$ cat config.mk
export PLATFORM = sky130hd
export DESIGN_NAME = serial_tx_unit
export DESIGN_NICKNAME = d
export VERILOG_FILES = /design/src/verilog/serial_tx_unit.v
export VERILOG_INCLUDE_DIRS = /design/src /design/src/verilog
export SDC_FILE = /design/constraint.sdc
export NUM_CORES = 1
export LEC_CHECK = 0
export BUFFER_PORTS_ARGS = -buffer_cell sky130_fd_sc_hd__clkbuf_2
export CAP_MARGIN = 30
export CORE_MARGIN = 2
export CORE_UTILIZATION = 30
export CTS_BUF_LIST = sky130_fd_sc_hd__clkbuf_8
export CTS_CLUSTER_SIZE = 12
export DETAILED_ROUTE_END_ITERATION = 12
export PLACE_DENSITY = 0.58
export RECOVER_POWER = 50
export SYNTH_ARGS = -nofsm -noshare
export SYNTH_HDL_FRONTEND = slang
export SYNTH_SLANG_ARGS = --single-unit
$ cat constraint.sdc
create_clock -name i_ref_clk -period 3.6 [get_ports i_ref_clk]
set_input_delay 0.36 -clock i_ref_clk [delete_from_list [all_inputs] [get_ports i_ref_clk]]
set_output_delay 0.36 -clock i_ref_clk [all_outputs]
set_load 0.01 [all_outputs]
$ cat src/verilog/serial_tx_map.vh
// Purpose: register offsets, field positions, reset values and timing for the serial transmitter
// Assumes: AXI4-Lite, 32-bit data, one register per aligned word
// Notes:   byte addresses; unused upper bits read as zero
`ifndef SERIAL_TX_MAP_VH
`define SERIAL_TX_MAP_VH

`define STATUS_REG_OFF       4'h0
`define DATA_REG_OFF         4'h4
`define BAUD_RATE_REG_OFF    4'h8
`define CONTROL_REG_ONE_OFF  4'hc

`define STAT_EMPTY_BIT       7
`define STAT_COMPLETE_BIT    6
`define STATUS_RESET         8'hc0

`define CTL_NINTH_BIT        0
`define CTL_WORD9_BIT        1
`define CTL_BREAK_BIT        2
`define CTL_TX_EN_BIT        3
`define CTL_EMPTY_IE_BIT     4
`define CTL_COMPLETE_IE_BIT  5
`define CTL_GMASK_BIT        6
`define CONTROL_RESET        8'h40

`define BAUD_TX_DIV_LSB      0
`define BAUD_PRESCALE_LSB    3
`define BAUD_RESET           8'h00

`define OVERSAMPLE           32
`define BIT_BASE_DIV1        16'h0020
`define BIT_BASE_DIV3        16'h0060
`define BIT_BASE_DIV4        16'h0080
`define BIT_BASE_DIV13       16'h01a0
`define RESP_OKAY            2'h0
`define RESP_SLVERR          2'h2

`endif

$ cat src/verilog/serial_tx_unit.v
// Purpose: transmit side of an asynchronous NRZ serial unit behind an AXI4-Lite slave
// Assumes: one clock i_ref_clk at 25 MHz, asynchronous active-low reset
// Notes:   receive side absent; its baud field in the baud register only sets the o_rx_baud_tick rate
//
// Behaviour
// - Word length is 8 bits when select is clear, 9 when set.
// - Frame is start bit, data word, stop bit; line idle before.
// - Pin low during start bit, high during stop bit.
// - Enabled and idle keeps pin high; disabled hands pin back to port.
// - Idle character is a whole frame of ones.
// - Break is whole zero frames, then one extra one bit.
// - Transmit and receive have separate baud generators.
// - In 9-bit mode the ninth control bit goes out as last data bit.
// - Data leaves LSB first; data register is a holding buffer.
// - Setting transmit enable takes the pin and sends an idle frame first.
// - Buffer-empty clears only by status access then data write.
// - Buffer-empty sets when the holding buffer empties and transfer begins.
// - Buffer-empty interrupts when enabled and global mask clear.
// - Write during a frame waits in holding buffer until frame ends.
// - Write while idle loads shifter, starts, and sets buffer-empty at once.
// - Frame end sets complete flag; interrupts when enabled and unmasked.
// - Transmit and receive dividers are independent, prescaler shared, at most 781250 baud.
// - Complete flag clears by the same status-then-data sequence.
// - Break frames repeat while break bit set; then one one bit.
// - Enable toggle mid-frame sends idle after current word; buffer lost.
//
// The address map and the AXI4-Lite slave port were left to the implementer.

`include "serial_tx_map.vh"

module serial_tx_unit (
   // Clock and reset
   input  wire        i_ref_clk,
   input  wire        i_reset_n,
   // AXI4-Lite write address and data
   input  wire [3:0]  i_awaddr,
   input  wire        i_awvalid,
   output wire        o_awready,
   input  wire [31:0] i_wdata,
   input  wire [3:0]  i_wstrb,
   input  wire        i_wvalid,
   output wire        o_wready,
   // AXI4-Lite write response
   output wire [1:0]  o_bresp,
   output wire        o_bvalid,
   input  wire        i_bready,
   // AXI4-Lite read
   input  wire [3:0]  i_araddr,
   input  wire        i_arvalid,
   output wire        o_arready,
   output wire [31:0] o_rdata,
   output wire [1:0]  o_rresp,
   output wire        o_rvalid,
   input  wire        i_rready,
   // Serial pin, interrupt and receive baud tick
   output wire        o_serial_tx_pin,
   output wire        o_serial_tx_oe,
   output wire        o_tx_irq,
   output wire        o_rx_baud_tick
);

   localparam ST_IDLE  = 2'h0;
   localparam ST_START = 2'h1;
   localparam ST_DATA  = 2'h2;
   localparam ST_STOP  = 2'h3;

   // prescaler times power
   // Cycles per bit: 32 times prescaler times 2^divider
   // Slowest setting is 416 shifted by 7, so 16 bits are needed
   function [15:0] bit_cycles;
      input [1:0]  prescale;
      input [2:0]  divider;
      reg   [15:0] base;
      begin
         case (prescale)
            2'h0:    base = `BIT_BASE_DIV1;
            2'h1:    base = `BIT_BASE_DIV3;
            2'h2:    base = `BIT_BASE_DIV4;
            default: base = `BIT_BASE_DIV13;
         endcase
         bit_cycles = base << divider;
      end
   endfunction

   reg  [7:0]  control_reg_one_ff;
   reg  [7:0]  baud_rate_reg_ff;
   reg         tx_buffer_empty_flag_ff;
   reg         tx_complete_flag_ff;
   reg         status_seen_ff;
   reg  [8:0]  tx_holding_buffer_ff;
   reg         hold_full_ff;
   reg  [9:0]  shift_ff;
   reg  [3:0]  bit_cnt_ff;
   reg  [1:0]  state_ff;
   reg  [15:0] baud_cnt_ff;
   reg  [15:0] rx_baud_cnt_ff;
   reg         pin_ff;
   reg         oe_ff;
   reg         idle_pending_ff;
   reg         break_frame_ff;
   reg         extra_one_ff;
   reg         en_seen_off_ff;
   reg  [3:0]  aw_addr_ff;
   reg         aw_full_ff;
   reg  [31:0] w_data_ff;
   reg  [3:0]  w_strb_ff;
   reg         w_full_ff;
   reg         bvalid_ff;
   reg  [1:0]  bresp_ff;
   reg         rvalid_ff;
   reg  [31:0] rdata_ff;
   reg  [1:0]  rresp_ff;

   wire tx_en    = control_reg_one_ff[`CTL_TX_EN_BIT];
   wire word9    = control_reg_one_ff[`CTL_WORD9_BIT];
   wire brk      = control_reg_one_ff[`CTL_BREAK_BIT];
   wire do_write = aw_full_ff & w_full_ff & ~bvalid_ff;
   wire wr_data  = do_write & (aw_addr_ff == `DATA_REG_OFF) & w_strb_ff[0];
   wire wr_ctl   = do_write & (aw_addr_ff == `CONTROL_REG_ONE_OFF) & w_strb_ff[0];
   wire wr_baud  = do_write & (aw_addr_ff == `BAUD_RATE_REG_OFF) & w_strb_ff[0];
   wire rd_take  = i_arvalid & ~rvalid_ff;
   wire rd_stat  = rd_take & (i_araddr == `STATUS_REG_OFF);
   wire seq_clr  = wr_data & status_seen_ff;
   wire [15:0] tx_period = bit_cycles(baud_rate_reg_ff[`BAUD_PRESCALE_LSB +: 2],
                                      baud_rate_reg_ff[`BAUD_TX_DIV_LSB +: 3]);
   wire [15:0] rx_period = bit_cycles(baud_rate_reg_ff[`BAUD_PRESCALE_LSB +: 2],
                                      baud_rate_reg_ff[7:5]);
   wire bit_end  = (baud_cnt_ff == tx_period - 16'h0001);
   wire [3:0] last_bit = word9 ? 4'h8 : 4'h7;
   wire frame_end = (state_ff == ST_STOP) & bit_end;
   wire line_free = (state_ff == ST_IDLE) | frame_end;
   // Writes wait in the buffer while a frame or an idle frame is due
   wire hold_in   = wr_data & (state_ff != ST_IDLE | idle_pending_ff | ~tx_en);
   wire hold_load = hold_full_ff & line_free & tx_en & ~brk & ~idle_pending_ff & ~extra_one_ff &
                    ~(frame_end & break_frame_ff);

   assign o_awready = ~aw_full_ff;
   assign o_wready  = ~w_full_ff;
   assign o_bvalid  = bvalid_ff;
   assign o_bresp   = bresp_ff;
   assign o_arready = ~rvalid_ff;
   assign o_rvalid  = rvalid_ff;
   assign o_rdata   = rdata_ff;
   assign o_rresp   = rresp_ff;
   assign o_serial_tx_pin = pin_ff;
   assign o_serial_tx_oe  = oe_ff;
   assign o_rx_baud_tick  = (rx_baud_cnt_ff == 16'h0000);
   assign o_tx_irq = ~control_reg_one_ff[`CTL_GMASK_BIT] &
                     ((tx_buffer_empty_flag_ff & control_reg_one_ff[`CTL_EMPTY_IE_BIT]) |
                      (tx_complete_flag_ff & control_reg_one_ff[`CTL_COMPLETE_IE_BIT]));

   // Bus slave: address and data may arrive in either order
   always @(posedge i_ref_clk or negedge i_reset_n) begin
      if (!i_reset_n) begin
         aw_addr_ff <= 4'h0;
         aw_full_ff <= 1'b0;
         w_data_ff  <= 32'h0000_0000;
         w_strb_ff  <= 4'h0;
         w_full_ff  <= 1'b0;
         bvalid_ff  <= 1'b0;
         bresp_ff   <= `RESP_OKAY;
         rvalid_ff  <= 1'b0;
         rdata_ff   <= 32'h0000_0000;
         rresp_ff   <= `RESP_OKAY;
      end else begin
         if (i_awvalid & ~aw_full_ff) begin
            aw_addr_ff <= {i_awaddr[3:2], 2'h0};
            aw_full_ff <= 1'b1;
         end
         if (i_wvalid & ~w_full_ff) begin
            w_data_ff <= i_wdata;
            w_strb_ff <= i_wstrb;
            w_full_ff <= 1'b1;
         end
         if (do_write) begin
            aw_full_ff <= 1'b0;
            w_full_ff  <= 1'b0;
            bvalid_ff  <= 1'b1;
            bresp_ff   <= (aw_addr_ff == `STATUS_REG_OFF) ? `RESP_SLVERR : `RESP_OKAY;
         end else if (bvalid_ff & i_bready) begin
            bvalid_ff <= 1'b0;
         end
         if (rd_take) begin
            rvalid_ff <= 1'b1;
            rresp_ff  <= `RESP_OKAY;
            case ({i_araddr[3:2], 2'h0})
               `STATUS_REG_OFF:
                  rdata_ff <= {24'h0, tx_buffer_empty_flag_ff, tx_complete_flag_ff, 6'h00};
               `DATA_REG_OFF:        rdata_ff <= 32'h0000_0000;
               `BAUD_RATE_REG_OFF:   rdata_ff <= {24'h0, baud_rate_reg_ff};
               default:              rdata_ff <= {24'h0, control_reg_one_ff};
            endcase
         end else if (rvalid_ff & i_rready) begin
            rvalid_ff <= 1'b0;
         end
      end
   end

   // Registers and flags
   always @(posedge i_ref_clk or negedge i_reset_n) begin
      if (!i_reset_n) begin
         control_reg_one_ff      <= `CONTROL_RESET;
         baud_rate_reg_ff        <= `BAUD_RESET;
         status_seen_ff          <= 1'b0;
         tx_buffer_empty_flag_ff <= 1'b1;
         tx_complete_flag_ff     <= 1'b1;
      end else begin
         if (wr_ctl) begin
            control_reg_one_ff <= w_data_ff[7:0];
         end
         // Rate change while enabled is on software, as with any divider
         if (wr_baud) begin
            baud_rate_reg_ff <= w_data_ff[7:0];
         end
         // Status read arms the clear; a data write to byte 0 disarms it unless a status read comes in the same cycle
         if (rd_stat) begin
            status_seen_ff <= 1'b1;
         end else if (wr_data) begin
            status_seen_ff <= 1'b0;
         end
         if (wr_data & ~hold_in) begin
            tx_buffer_empty_flag_ff <= 1'b1;
         end else if (hold_load) begin
            tx_buffer_empty_flag_ff <= 1'b1;
         end else if (seq_clr) begin
            tx_buffer_empty_flag_ff <= 1'b0;
         end
         if (frame_end) begin
            tx_complete_flag_ff <= 1'b1;
         end else if (seq_clr) begin
            tx_complete_flag_ff <= 1'b0;
         end
      end
   end

   // Transmit state machine
   always @(posedge i_ref_clk or negedge i_reset_n) begin
      if (!i_reset_n) begin
         state_ff             <= ST_IDLE;
         shift_ff             <= 10'h3ff;
         bit_cnt_ff           <= 4'h0;
         baud_cnt_ff          <= 16'h0000;
         rx_baud_cnt_ff       <= 16'h0000;
         pin_ff               <= 1'b1;
         oe_ff                <= 1'b0;
         tx_holding_buffer_ff <= 9'h000;
         hold_full_ff         <= 1'b0;
         idle_pending_ff      <= 1'b0;
         break_frame_ff       <= 1'b0;
         extra_one_ff         <= 1'b0;
         en_seen_off_ff       <= 1'b1;
      end else begin
         // Receive tick runs free; it stands in for the absent receiver
         rx_baud_cnt_ff <= (rx_baud_cnt_ff >= rx_period - 16'h0001) ? 16'h0000
                           : rx_baud_cnt_ff + 16'h0001;
         en_seen_off_ff <= ~tx_en;
         if (tx_en & en_seen_off_ff) begin
            idle_pending_ff <= 1'b1;
            hold_full_ff    <= 1'b0;
         end
         // Pin stays owned after disable until the frame in progress ends
         // pin ownership
         oe_ff <= tx_en | (state_ff != ST_IDLE);
         if (hold_in) begin
            tx_holding_buffer_ff <= {control_reg_one_ff[`CTL_NINTH_BIT], w_data_ff[7:0]};
            hold_full_ff         <= 1'b1;
         end
         baud_cnt_ff <= (state_ff == ST_IDLE | bit_end) ? 16'h0000 : baud_cnt_ff + 16'h0001;
         case (state_ff)
            ST_START: begin
               if (bit_end) begin
                  state_ff   <= ST_DATA;
                  bit_cnt_ff <= 4'h0;
                  pin_ff     <= shift_ff[0];
               end
            end
            ST_DATA: begin
               if (bit_end) begin
                  if (bit_cnt_ff == last_bit) begin
                     state_ff <= ST_STOP;
                     pin_ff   <= ~break_frame_ff;
                  end else begin
                     bit_cnt_ff <= bit_cnt_ff + 4'h1;
                     shift_ff   <= {1'b1, shift_ff[9:1]};
                     pin_ff     <= shift_ff[1];
                  end
               end
            end
            default: begin
               if (state_ff == ST_IDLE | frame_end) begin
                  state_ff <= ST_IDLE;
                  pin_ff   <= 1'b1;
                  if (frame_end) begin
                     extra_one_ff <= break_frame_ff;
                  end
                  // Break bit is only looked at between frames
                  break_frame_ff <= 1'b0;
                  if (tx_en & brk) begin
                     state_ff       <= ST_START;
                     pin_ff         <= 1'b0;
                     shift_ff       <= 10'h000;
                     break_frame_ff <= 1'b1;
                  end else if (extra_one_ff | (frame_end & break_frame_ff)) begin
                     state_ff     <= ST_STOP;
                     extra_one_ff <= 1'b0;
                  end else if (tx_en & idle_pending_ff) begin
                     state_ff        <= ST_START;
                     pin_ff          <= 1'b1;
                     shift_ff        <= 10'h3ff;
                     idle_pending_ff <= 1'b0;
                  end else if (tx_en & hold_full_ff) begin
                     state_ff     <= ST_START;
                     pin_ff       <= 1'b0;
                     shift_ff     <= {1'b1, tx_holding_buffer_ff};
                     hold_full_ff <= 1'b0;
                  end else if (tx_en & wr_data & ~hold_in) begin
                     state_ff <= ST_START;
                     pin_ff   <= 1'b0;
                     shift_ff <= {1'b1, control_reg_one_ff[`CTL_NINTH_BIT], w_data_ff[7:0]};
                  end
               end
            end
         endcase
      end
   end

endmodule
==> impl_metrics.py, run 1 <==
metrics = {
    "run_status": {
        "status": "finished with violations",
        "violations": "max-capacitance violations, max-slew violations",
    },
    "sta": {
        "skew_ps": 17.1,
        "hold_ws_ps": 125,
        "tightest_slew_ps": 1580,
        "maxSlewViolCount": 64,
        "clock.fmax_mhz": 295,
        "rsz0062_at_grt": "no",
        "slew_headroom_pct": -5.46,
        "finalCritPeriodShare_pct": 94.1,
        "hold_violations": 0,
        "final.min_clock_period_ps": 3390,
        "setup_viol": 0,
        "setup_slack_ps": 212,
        "finalSetupTns_ps": 0,
    },
    "yosys": {
        "ys_top_cells_by_area": "dfrtp_1, mux2_2, dfstp_2",
        "avgSynthCellArea_um2": 9.53,
        "ys_seq_area_share_pct": 40.7,
        "yosysMostFrequentCell": "dfrtp_1",
        "ys_warn_count": 0,
        "syn_area_um2": 6630,
        "yosys_register_bits": 107,
        "synth_area_leader_cell": "dfrtp_1",
        "synth_top_cell_area_share_pct": 34.7,
        "synthFlopType": "dfrtp_1",
        "synthArstFlopShare_pct": 100,
        "yosys-top-cells-count": "dfrtp_1, nand2_1, nor2_1",
        "yosysUniqueCellTypes": 72,
        "postSynthCellCount": 696,
        "synth_edf_count": 0,
    },
    "floorplan": {
        "die_y_um": 153,
        "core.rowCount": 54,
        "initial_core_util_pct": 30.5,
        "ios": 96,
        "core_um2": 21800,
        "fp.dieW_um": 153,
        "dieArea_um2": 23300,
    },
    "placement": {
        "dpl-instance-area_um2": 7080,
        "place_ws_ps": 163,
        "dpl.hpwl_um": 10300,
        "gp_congestion": 0.825,
        "io_buffers": 39,
    },
    "setup_path": {
        "required_ps": 3920,
        "arrival_ps": 3710,
        "worstPathCellList": "or4_4, ha_4, nor4bb_2, a311o_1, a221oi_2, xor2_1, and4_4, a41oi_4, a311oi_4, buf_6, mux2_2",
        "cp_max_fo": 10,
        "max_stage_delay_ps": 610,
        "cp_top_family": "simple AND/OR/NAND/NOR gates",
        "end_kind": "register",
        "cpMaxStageDelayCell": "or4_4",
        "crit_path_start_kind": "register",
        "path_buf_inv": 1,
        "worst-setup-path-type": "register to register",
    },
    "job": {
        "max_cap_viol_count": 1,
    },
    "routing": {
        "viasPerCell": 4.96,
        "first_iter_violations": 327,
        "wire_per_inst_um": 14.3,
        "drc": 0,
        "firstDrtPassIters": 5,
        "via_count": 5008,
        "drtAntennaViolNets": 0,
        "wirelength_um": 14400,
    },
    "finish": {
        "diodes": 0,
        "fill_cells": 2267,
        "layout-drive-gt1-share_pct": 21.7,
        "design_area_um2": 7300,
        "syn_to_final_growth_pct": 10.1,
        "nets": 796,
    },
    "clock_network": {
        "cts_max_level": 3,
        "ctsHoldBuffers": 0,
        "cts.repair.resized": 0,
        "clk_pin_slew_ps": 110,
        "cts_setup_buffers": 0,
        "cts_buffers": 9,
        "cts_tree": "built",
        "cts_sinks": 107,
        "cts_root_buf": "clkbuf_8",
        "clk_latency_ps": 400,
        "clockBufferDepth": 2,
    },
    "power": {
        "p_per_area_nw_per_um2": 827,
        "finalPower_mw": 6.04,
        "vdd_drop_max_v": 0.000501,
        "p_leak_nw": 3.22,
    },
    "global_route": {
        "grt_max_degree": 64,
        "grt_pass1_wl_um": 24100,
        "antenna_found_initial": 0,
        "grt_usage_pct": 12.5,
        "overflow": 0,
        "grt_pass1_vias": 4700,
    },
    "worst_hold_path": {
        "worstHoldPathType": "input port to register",
    },
}
[registers in the layout, summed over array words and instances, names as in the netlist, 2 cells and up]
register	cells
state_ff	2
tx_holding_buffer_ff	9
aw_addr_ff	2
control_reg_one_ff	8
o_rdata	8
shift_ff	10
bit_cnt_ff	4
baud_rate_reg_ff	8
baud_cnt_ff	16
w_data_ff	8
rx_baud_cnt_ff	16
[placed cells by master (no fill, tap or decap), drive strengths merged, types with 4 or more instances in the layout]
master,n
a21oi,18
mux2,52
xor2,27
inv,23
nand4,12
o22a,10
nor2b,6
nand3,32
clkbuf,50
dfstp,15
nand2,69
o21ai,37
or4,4
nor2,68
xnor2,13
a22oi,6
ha,21
nand3b,5
a31oi,5
and3,8
conb,27
nor3b,5
a21o,9
dfrtp,92
o221ai,10
buf,17
nor4,5
nor3,15
mux2i,9
[final cells by class]
class	count	area [um^2]	area share [%]
multi-input cells	529	3620	49.6
flip-flops and latches	107	2700	36.9
well taps	280	350	4.80
repair buffers	57	348	4.76
clock buffers	10	138	1.88
inverters	20	75.1	1.03
clock inverters	6	71.3	0.977
[worst paths after layout]
path                                startpoint                  end  slack, ps  cells past startpoint
setup / recovery           baud_rate_reg_ff[0]          shift_ff[6]        210                     11
hold / removal                        i_bready             o_bvalid        130                      2
setup reg to reg           baud_rate_reg_ff[0]          shift_ff[6]        210                     11
hold reg to reg            tx_complete_flag_ff  tx_complete_flag_ff        480                      2
max in group asynchronous            i_reset_n  baud_rate_reg_ff[3]       1310                      2
min in group asynchronous            i_reset_n        aw_addr_ff[2]        350                      1
[cell families after synthesis]
family	share of synthesized area (%)
AOI/OAI and AO/OA	14.0
xor gates and xnor gates	5.28
adders and majority gates	3.96
buffers and inverters	6.77
DFF	40.7
muxes	10.2
other	0.0565
and+or+nand+nor	19.1
[power breakdown]
part	internal, mW	switching, mW
Combinational	1.42	1.71
Clock	0.349	0.446
Sequential	1.67	0.445
Total	3.44	2.60
[worst reg2reg max path: stages, from the launching register on]
cell	delay [ps]
dfrtp_1	480
or4_4	620
ha_4	220
nor4bb_2	270
a311o_1	190
a221oi_2	70
xor2_1	200
and4_4	290
a41oi_4	160
a311oi_4	300
buf_6	190
mux2_2	340
[metrics by stage]
| step | util, % | cells |
|---|---|---|
| after floorplan | - | 722 |
| after global placement | 32.5 | 993 |
| after detailed placement | 32.5 | 993 |
| after CTS | 33.5 | 1009 |
| after global routing | 33.6 | 1009 |
| final | 33.6 | 1009 |
[layer usage]
layer	share of wire (%)	track usage (%)	vias up
met3	3.0	2.93	7
met5	0	0	-
li1	-	-	2502
met1	48	17.0	2434
met4	0.97	2.95	0
met2	48	20.2	65
No activity file was read; power rests on OpenSTA's default activity.
==> run 2: changes to the inputs <==
--- a/config.mk
+++ b/config.mk
@@ -7,7 +7,8 @@
 export NUM_CORES = 1
 export LEC_CHECK = 0
 export BUFFER_PORTS_ARGS = -buffer_cell sky130_fd_sc_hd__clkbuf_2
-export CAP_MARGIN = 30
+export CAP_MARGIN = 20
+export CORE_ASPECT_RATIO = 0.5
 export CORE_MARGIN = 2
 export CORE_UTILIZATION = 30
 export CTS_BUF_LIST = sky130_fd_sc_hd__clkbuf_8
==> run 2 against run 1 <==
- the flow still finishes with violations (max-capacitance violations, max-slew violations)
- sequential power about the same
- largest power group unchanged
- sequential share of layout area rose by 0.072 points
- register-to-register slack hardly changed
- maximum frequency up 0.21%
- largest cell class unchanged
- first-iteration DRC count fell by 16%
- combinational power decreased by 2%
- cell count up 2.0%
- critical endpoint is now shift_ff[0]
==> impl_metrics.py, run 2 (synthesis gave the netlist of run 1 again) <==
metrics = {
    "sta": {
        "setup_slack_ps": 219,
        "hold_ws_ps": 136,
        "slew_headroom_pct": -24.9,
        "clock.fmax_mhz": 296,
        "finalCritPeriodShare_pct": 93.9,
        "final.min_clock_period_ps": 3380,
        "tightest_slew_ps": 1870,
        "setup_viol": 0,
        "finalSetupTns_ps": 0,
        "hold_violations": 0,
        "rsz0062_at_grt": "no",
        "skew_ps": 10.4,
        "maxSlewViolCount": 76,
    },
    "setup_path": {
        "r2r_setup_slack_ps": 220,
        "end_kind": "register",
        "arrival_ps": 3700,
        "required_ps": 3920,
        "crit_path_start_kind": "register",
        "worst-setup-path-type": "register to register",
        "timing.rr.end": "shift_ff[0]",
        "timing.rr.start": "baud_rate_reg_ff[3]",
        "cp_max_fo": 10,
        "reg2regPathDepth": 12,
    },
    "floorplan": {
        "core.rowCount": 38,
        "fp.dieW_um": 214,
        "ios": 96,
        "die_y_um": 109,
        "initial_core_util_pct": 30.6,
        "dieArea_um2": 23400,
        "core_um2": 21700,
    },
    "routing": {
        "drtAntennaViolNets": 0,
        "wire_per_inst_um": 13.7,
        "drc": 0,
        "wirelength_um": 14100,
        "first_iter_violations": 274,
        "firstDrtPassIters": 5,
        "viasPerCell": 4.94,
        "via_count": 5083,
    },
    "clock_network": {
        "clockBufferDepth": 2,
        "clk_latency_ps": 390,
        "cts_buffers": 9,
        "cts_root_buf": "clkbuf_8",
        "cts_tree": "built",
        "clk_pin_slew_ps": 120,
        "cts_sinks": 107,
        "cts_max_level": 3,
        "ctsHoldBuffers": 0,
    },
    "placement": {
        "gp_congestion": 0.794,
        "place_ws_ps": 102,
        "dpl-instance-area_um2": 7080,
        "dpl.cell_count": 1013,
        "io_buffers": 39,
        "dpl.hpwl_um": 10200,
    },
    "power": {
        "vdd_drop_max_v": 0.000287,
        "p_leak_nw": 3.20,
        "finalPower_mw": 5.96,
        "p_per_area_nw_per_um2": 818,
    },
    "finish": {
        "diodes": 0,
        "postLayoutCoreUtil_pct": 33.6,
        "layout_common_cells": "dfrtp_1, nand2_1, nor2_1",
        "final_cells": 1029,
        "syn_to_final_growth_pct": 9.85,
        "fill_cells": 2249,
        "design_area_um2": 7290,
        "nets": 796,
        "top_regs": "baud_cnt_ff (16), rx_baud_cnt_ff (16), shift_ff (10)",
        "layout_commonest_cell": "dfrtp_1",
        "layout-drive-gt1-share_pct": 21.5,
    },
    "worst_hold_path": {
        "worstHoldPathType": "input port to register",
        "hold_end": "o_rvalid",
        "hold_depth": 2,
        "worstHoldStart": "i_rready",
    },
    "global_route": {
        "antenna_found_initial": 0,
        "grt_pass1_vias": 4822,
        "grt_max_degree": 76,
        "overflow": 0,
        "grt_pass1_wl_um": 24000,
        "grt_usage_pct": 12.5,
    },
    "job": {
        "max_cap_viol_count": 1,
    },
    "run_status": {
        "status": "finished with violations",
        "violations": "max-capacitance violations, max-slew violations",
    },
}
-- run 2: changes by cell type in the layout (fill, tap and decap cells not counted), sizes merged --
cell and change:
clkinv +1, bufinv -1, buf -1, clkinvlp +1
-- run 2: power by group --
group / switching, mW / total [mW] / internal [mW]
Sequential: 0.467 / 2.14 / 1.67
Combinational: 1.68 / 3.08 / 1.40
Clock: 0.476 / 0.746 / 0.270
-- run 2: final cells by class --
cell class	count	area [um^2]	area share, %
inverters	20	75.1	1.03
well taps	300	375	5.15
multi-input cells	529	3610	49.6
repair buffers	57	330	4.53
clock inverters	7	71.3	0.979
flip-flops and latches	107	2700	37.0
clock buffers	9	124	1.70
-- run 2: how the worst max path moves through the flow --
stage | from | cells after the start | slack [ps] | to
global placement | baud_rate_reg_ff[3] | 16 | 120 | rx_baud_cnt_ff[4]
global route | baud_rate_reg_ff[3] | 12 | 7 | shift_ff[4]
finish | baud_rate_reg_ff[3] | 12 | 220 | shift_ff[0]
detailed placement | baud_rate_reg_ff[3] | 16 | 100 | rx_baud_cnt_ff[10]
floorplan | baud_rate_reg_ff[3] | 16 | 30 | shift_ff[0]
CTS | baud_rate_reg_ff[3] | 16 | 100 | rx_baud_cnt_ff[2]
-- run 2: worst max-delay path: stages, from the launching register on --
cell and delay (ps):
dfrtp_1 450, nor2b_1 290, or4_4 220, ha_4 180
nor4bb_1 60, a311o_1 330, a221oi_2 240, xor2_1 230
and4_4 290, a41oi_4 150, a311oi_4 280, buf_4 230
mux2_2 350
-- run 2: what timing repair did --
| item | in CTS | in global routing |
|---|---|---|
| setup buffers | 0 | 0 |
| gates resized for setup | 0 | 5 |
| setup endpoints to repair | 0 | 26 |
| endpoints found under the hold margin | 0 | 0 |
-- run 2: routing by layer --
layer | vias to the layer above | routed length (um) | track usage [%]
li1 | 2491 | - | -
met1 | 2499 | 6820 | 16.5
met2 | 85 | 6790 | 21.7
met3 | 8 | 407 | 2.12
met4 | 0 | 112 | 2.93
met5 | - | 0 | 0
==> run 3: changes to the inputs <==
--- a/config.mk
+++ b/config.mk
@@ -8,7 +8,7 @@
 export LEC_CHECK = 0
 export BUFFER_PORTS_ARGS = -buffer_cell sky130_fd_sc_hd__clkbuf_2
 export CAP_MARGIN = 20
-export CORE_ASPECT_RATIO = 0.5
+export CORE_ASPECT_RATIO = 1.4
 export CORE_MARGIN = 2
 export CORE_UTILIZATION = 30
 export CTS_BUF_LIST = sky130_fd_sc_hd__clkbuf_8
==> run 3 against run 2 <==
- die area down 0.24%
- register-to-register slack worse by 30 ps
- wire length up 4.5%
- core utilization up 0.098 points
- global-route usage up 0.56 points
- setup slack worse by 29 ps
- worst hold slack worse by 26 ps
- largest cell class unchanged
- the run still ends with max-capacitance violations, max-slew violations left
- maximum frequency down 0.84%
- first-iteration DRC count down 19%
- via count down 0.41%
- combinational power about the same
==> impl_metrics.py, run 3 (synthesis gave the netlist of run 1 again) <==
metrics = {
    "run_status": {
        "violations": "max-capacitance violations, max-slew violations",
        "status": "finished with violations",
    },
    "global_route": {
        "grt_pass1_vias": 4918,
        "overflow": 0,
        "grt_max_degree": 63,
        "grt_pass1_wl_um": 24600,
        "grt_usage_pct": 13.1,
        "antenna_found_initial": 0,
    },
    "routing": {
        "via_count": 5062,
        "viasPerCell": 4.92,
        "drc": 0,
        "firstDrtPassIters": 4,
        "first_iter_violations": 222,
        "drtAntennaViolNets": 0,
        "wirelength_um": 14800,
        "wire_per_inst_um": 14.4,
    },
    "floorplan": {
        "initial_core_util_pct": 30.5,
        "core.rowCount": 64,
        "die_y_um": 180,
        "ios": 96,
        "dieArea_um2": 23300,
        "core_um2": 21800,
        "fp.dieW_um": 130,
    },
    "placement": {
        "dpl-instance-area_um2": 7100,
        "gp_congestion": 0.809,
        "dpl.hpwl_um": 10600,
        "io_buffers": 39,
        "dpl.cell_count": 1011,
    },
    "sta": {
        "maxSlewViolCount": 46,
        "skew_ps": 20.8,
        "hold_violations": 0,
        "finalCritPeriodShare_pct": 94.7,
        "clock.fmax_mhz": 293,
        "slew_headroom_pct": -78.5,
        "finalSetupTns_ps": 0,
        "rsz0062_at_grt": "no",
        "final.min_clock_period_ps": 3410,
        "tightest_slew_ps": 2680,
        "setup_viol": 0,
    },
    "setup_path": {
        "timing.rr.start": "baud_rate_reg_ff[3]",
        "end_kind": "register",
        "arrival_ps": 3740,
        "cp_max_fo": 10,
        "reg2regPathDepth": 12,
        "worstPathCellList": "nor2b_1, or4_4, ha_4, nor4bb_1, a311o_1, a221oi_2, xor2_1, and4_4, a41oi_4, a311oi_4, buf_4, mux2_2",
        "worst-setup-path-type": "register to register",
        "r2r_setup_slack_ps": 190,
        "max_stage_delay_ps": 490,
        "required_ps": 3930,
        "crit_path_start_kind": "register",
        "timing.rr.end": "shift_ff[2]",
        "cpMaxStageDelayCell": "dfrtp_2",
    },
    "finish": {
        "final_cells": 1028,
        "fill_cells": 2320,
        "design_area_um2": 7340,
        "nets": 798,
        "top_regs": "baud_cnt_ff (16), rx_baud_cnt_ff (16), shift_ff (10)",
        "syn_to_final_growth_pct": 10.7,
        "layout_commonest_cell": "dfrtp_1",
        "layout_common_cells": "dfrtp_1, nand2_1, nor2_1",
        "layout-drive-gt1-share_pct": 20.4,
        "multiInputGateArea_um2": 3620,
        "diodes": 0,
        "register_area_um2": 2700,
    },
    "power": {
        "p_per_area_nw_per_um2": 824,
        "finalPower_mw": 6.05,
        "vdd_drop_max_v": 0.000409,
        "p_leak_nw": 3.20,
    },
    "clock_network": {
        "cts_tree": "built",
        "cts_sinks": 107,
        "cts_root_buf": "clkbuf_8",
        "clk_latency_ps": 410,
        "cts_max_level": 3,
        "clk_pin_slew_ps": 140,
        "cts_buffers": 9,
        "clockBufferDepth": 2,
    },
    "job": {
        "max_cap_viol_count": 1,
    },
    "worst_hold_path": {
        "hold_depth": 2,
        "worstHoldPathType": "input port to register",
        "hold_end": "o_rvalid",
        "worstHoldStart": "i_rready",
    },
}
[run 3: changes by cell type in the layout (fill, tap and decap cells not counted), sizes merged]
| cell | delta |
|---|---|
| clkbuf | -2 |
| buf | +3 |
| dlygate4sd3 | +1 |
| clkinv | -1 |
| clkinvlp | -1 |
| inv | +2 |
[run 3: layout make-up]
cell class,instances,share of cell area [%]
Clock inverter,7,1.40
Tap cell,297,5.06
Inverter,20,1.02
Timing Repair Buffer,59,4.79
Sequential cell,107,36.7
Multi-Input combinational cell,529,49.3
Clock buffer,9,1.69
[run 3: worst max path at each step]
stage,slack [ps],from,to,cells after the start
after CTS,100,baud_rate_reg_ff[4],shift_ff[2],13
after global routing,8,baud_rate_reg_ff[3],shift_ff[2],12
after floorplan,30,baud_rate_reg_ff[3],shift_ff[0],16
after detailed placement,30,baud_rate_reg_ff[3],rx_baud_cnt_ff[9],16
final,190,baud_rate_reg_ff[3],shift_ff[2],12
after global placement,120,baud_rate_reg_ff[3],rx_baud_cnt_ff[7],16
[run 3: worst max-delay path: cells and delay by family (launching register included)]
family | cells | cell delay [ps]
buffers and inverters | 1 | 240
DFF | 1 | 490
muxes | 1 | 350
adders and majority gates | 1 | 180
AOI/OAI and AO/OA | 4 | 1050
xor gates and xnor gates | 1 | 230
and+or+nand+nor | 4 | 790
[run 3: per-layer routing]
metal  routed length (um)  share of wire, %  GRT usage, %
met5                    0                 0             0
met4                  353               2.4          5.20
met3                  316               2.1          1.49
met2                 7700                52          23.0
met1                 6400                43          16.1
[run 3: power by group]
part / internal (mW) / switching, mW / total [mW]
combinational: 1.40 / 1.70 / 3.10
sequential: 1.67 / 0.448 / 2.12
clock: 0.300 / 0.531 / 0.831
[run 3: per-stage QoR]
| stage | setup WS, ps | hold WS (ps) | util (%) |
|---|---|---|---|
| detailed placement | 34.0 | 426 | 32.6 |
| global placement | 125 | 430 | 32.6 |
| floorplan | 29.0 | 64.4 | - |
| finish | 191 | 110 | 33.7 |
| global route | 8.41 | 112 | 33.7 |
| CTS | 96.9 | 91.9 | 33.7 |
[run 3: repair_timing]
action                     CTS  global route
gates resized for setup      1             6
hold endpoints to repair    30             0
pin swaps                    0             1
hold buffers                 1             0
setup endpoints to repair    1            25
buffers inserted             0             0
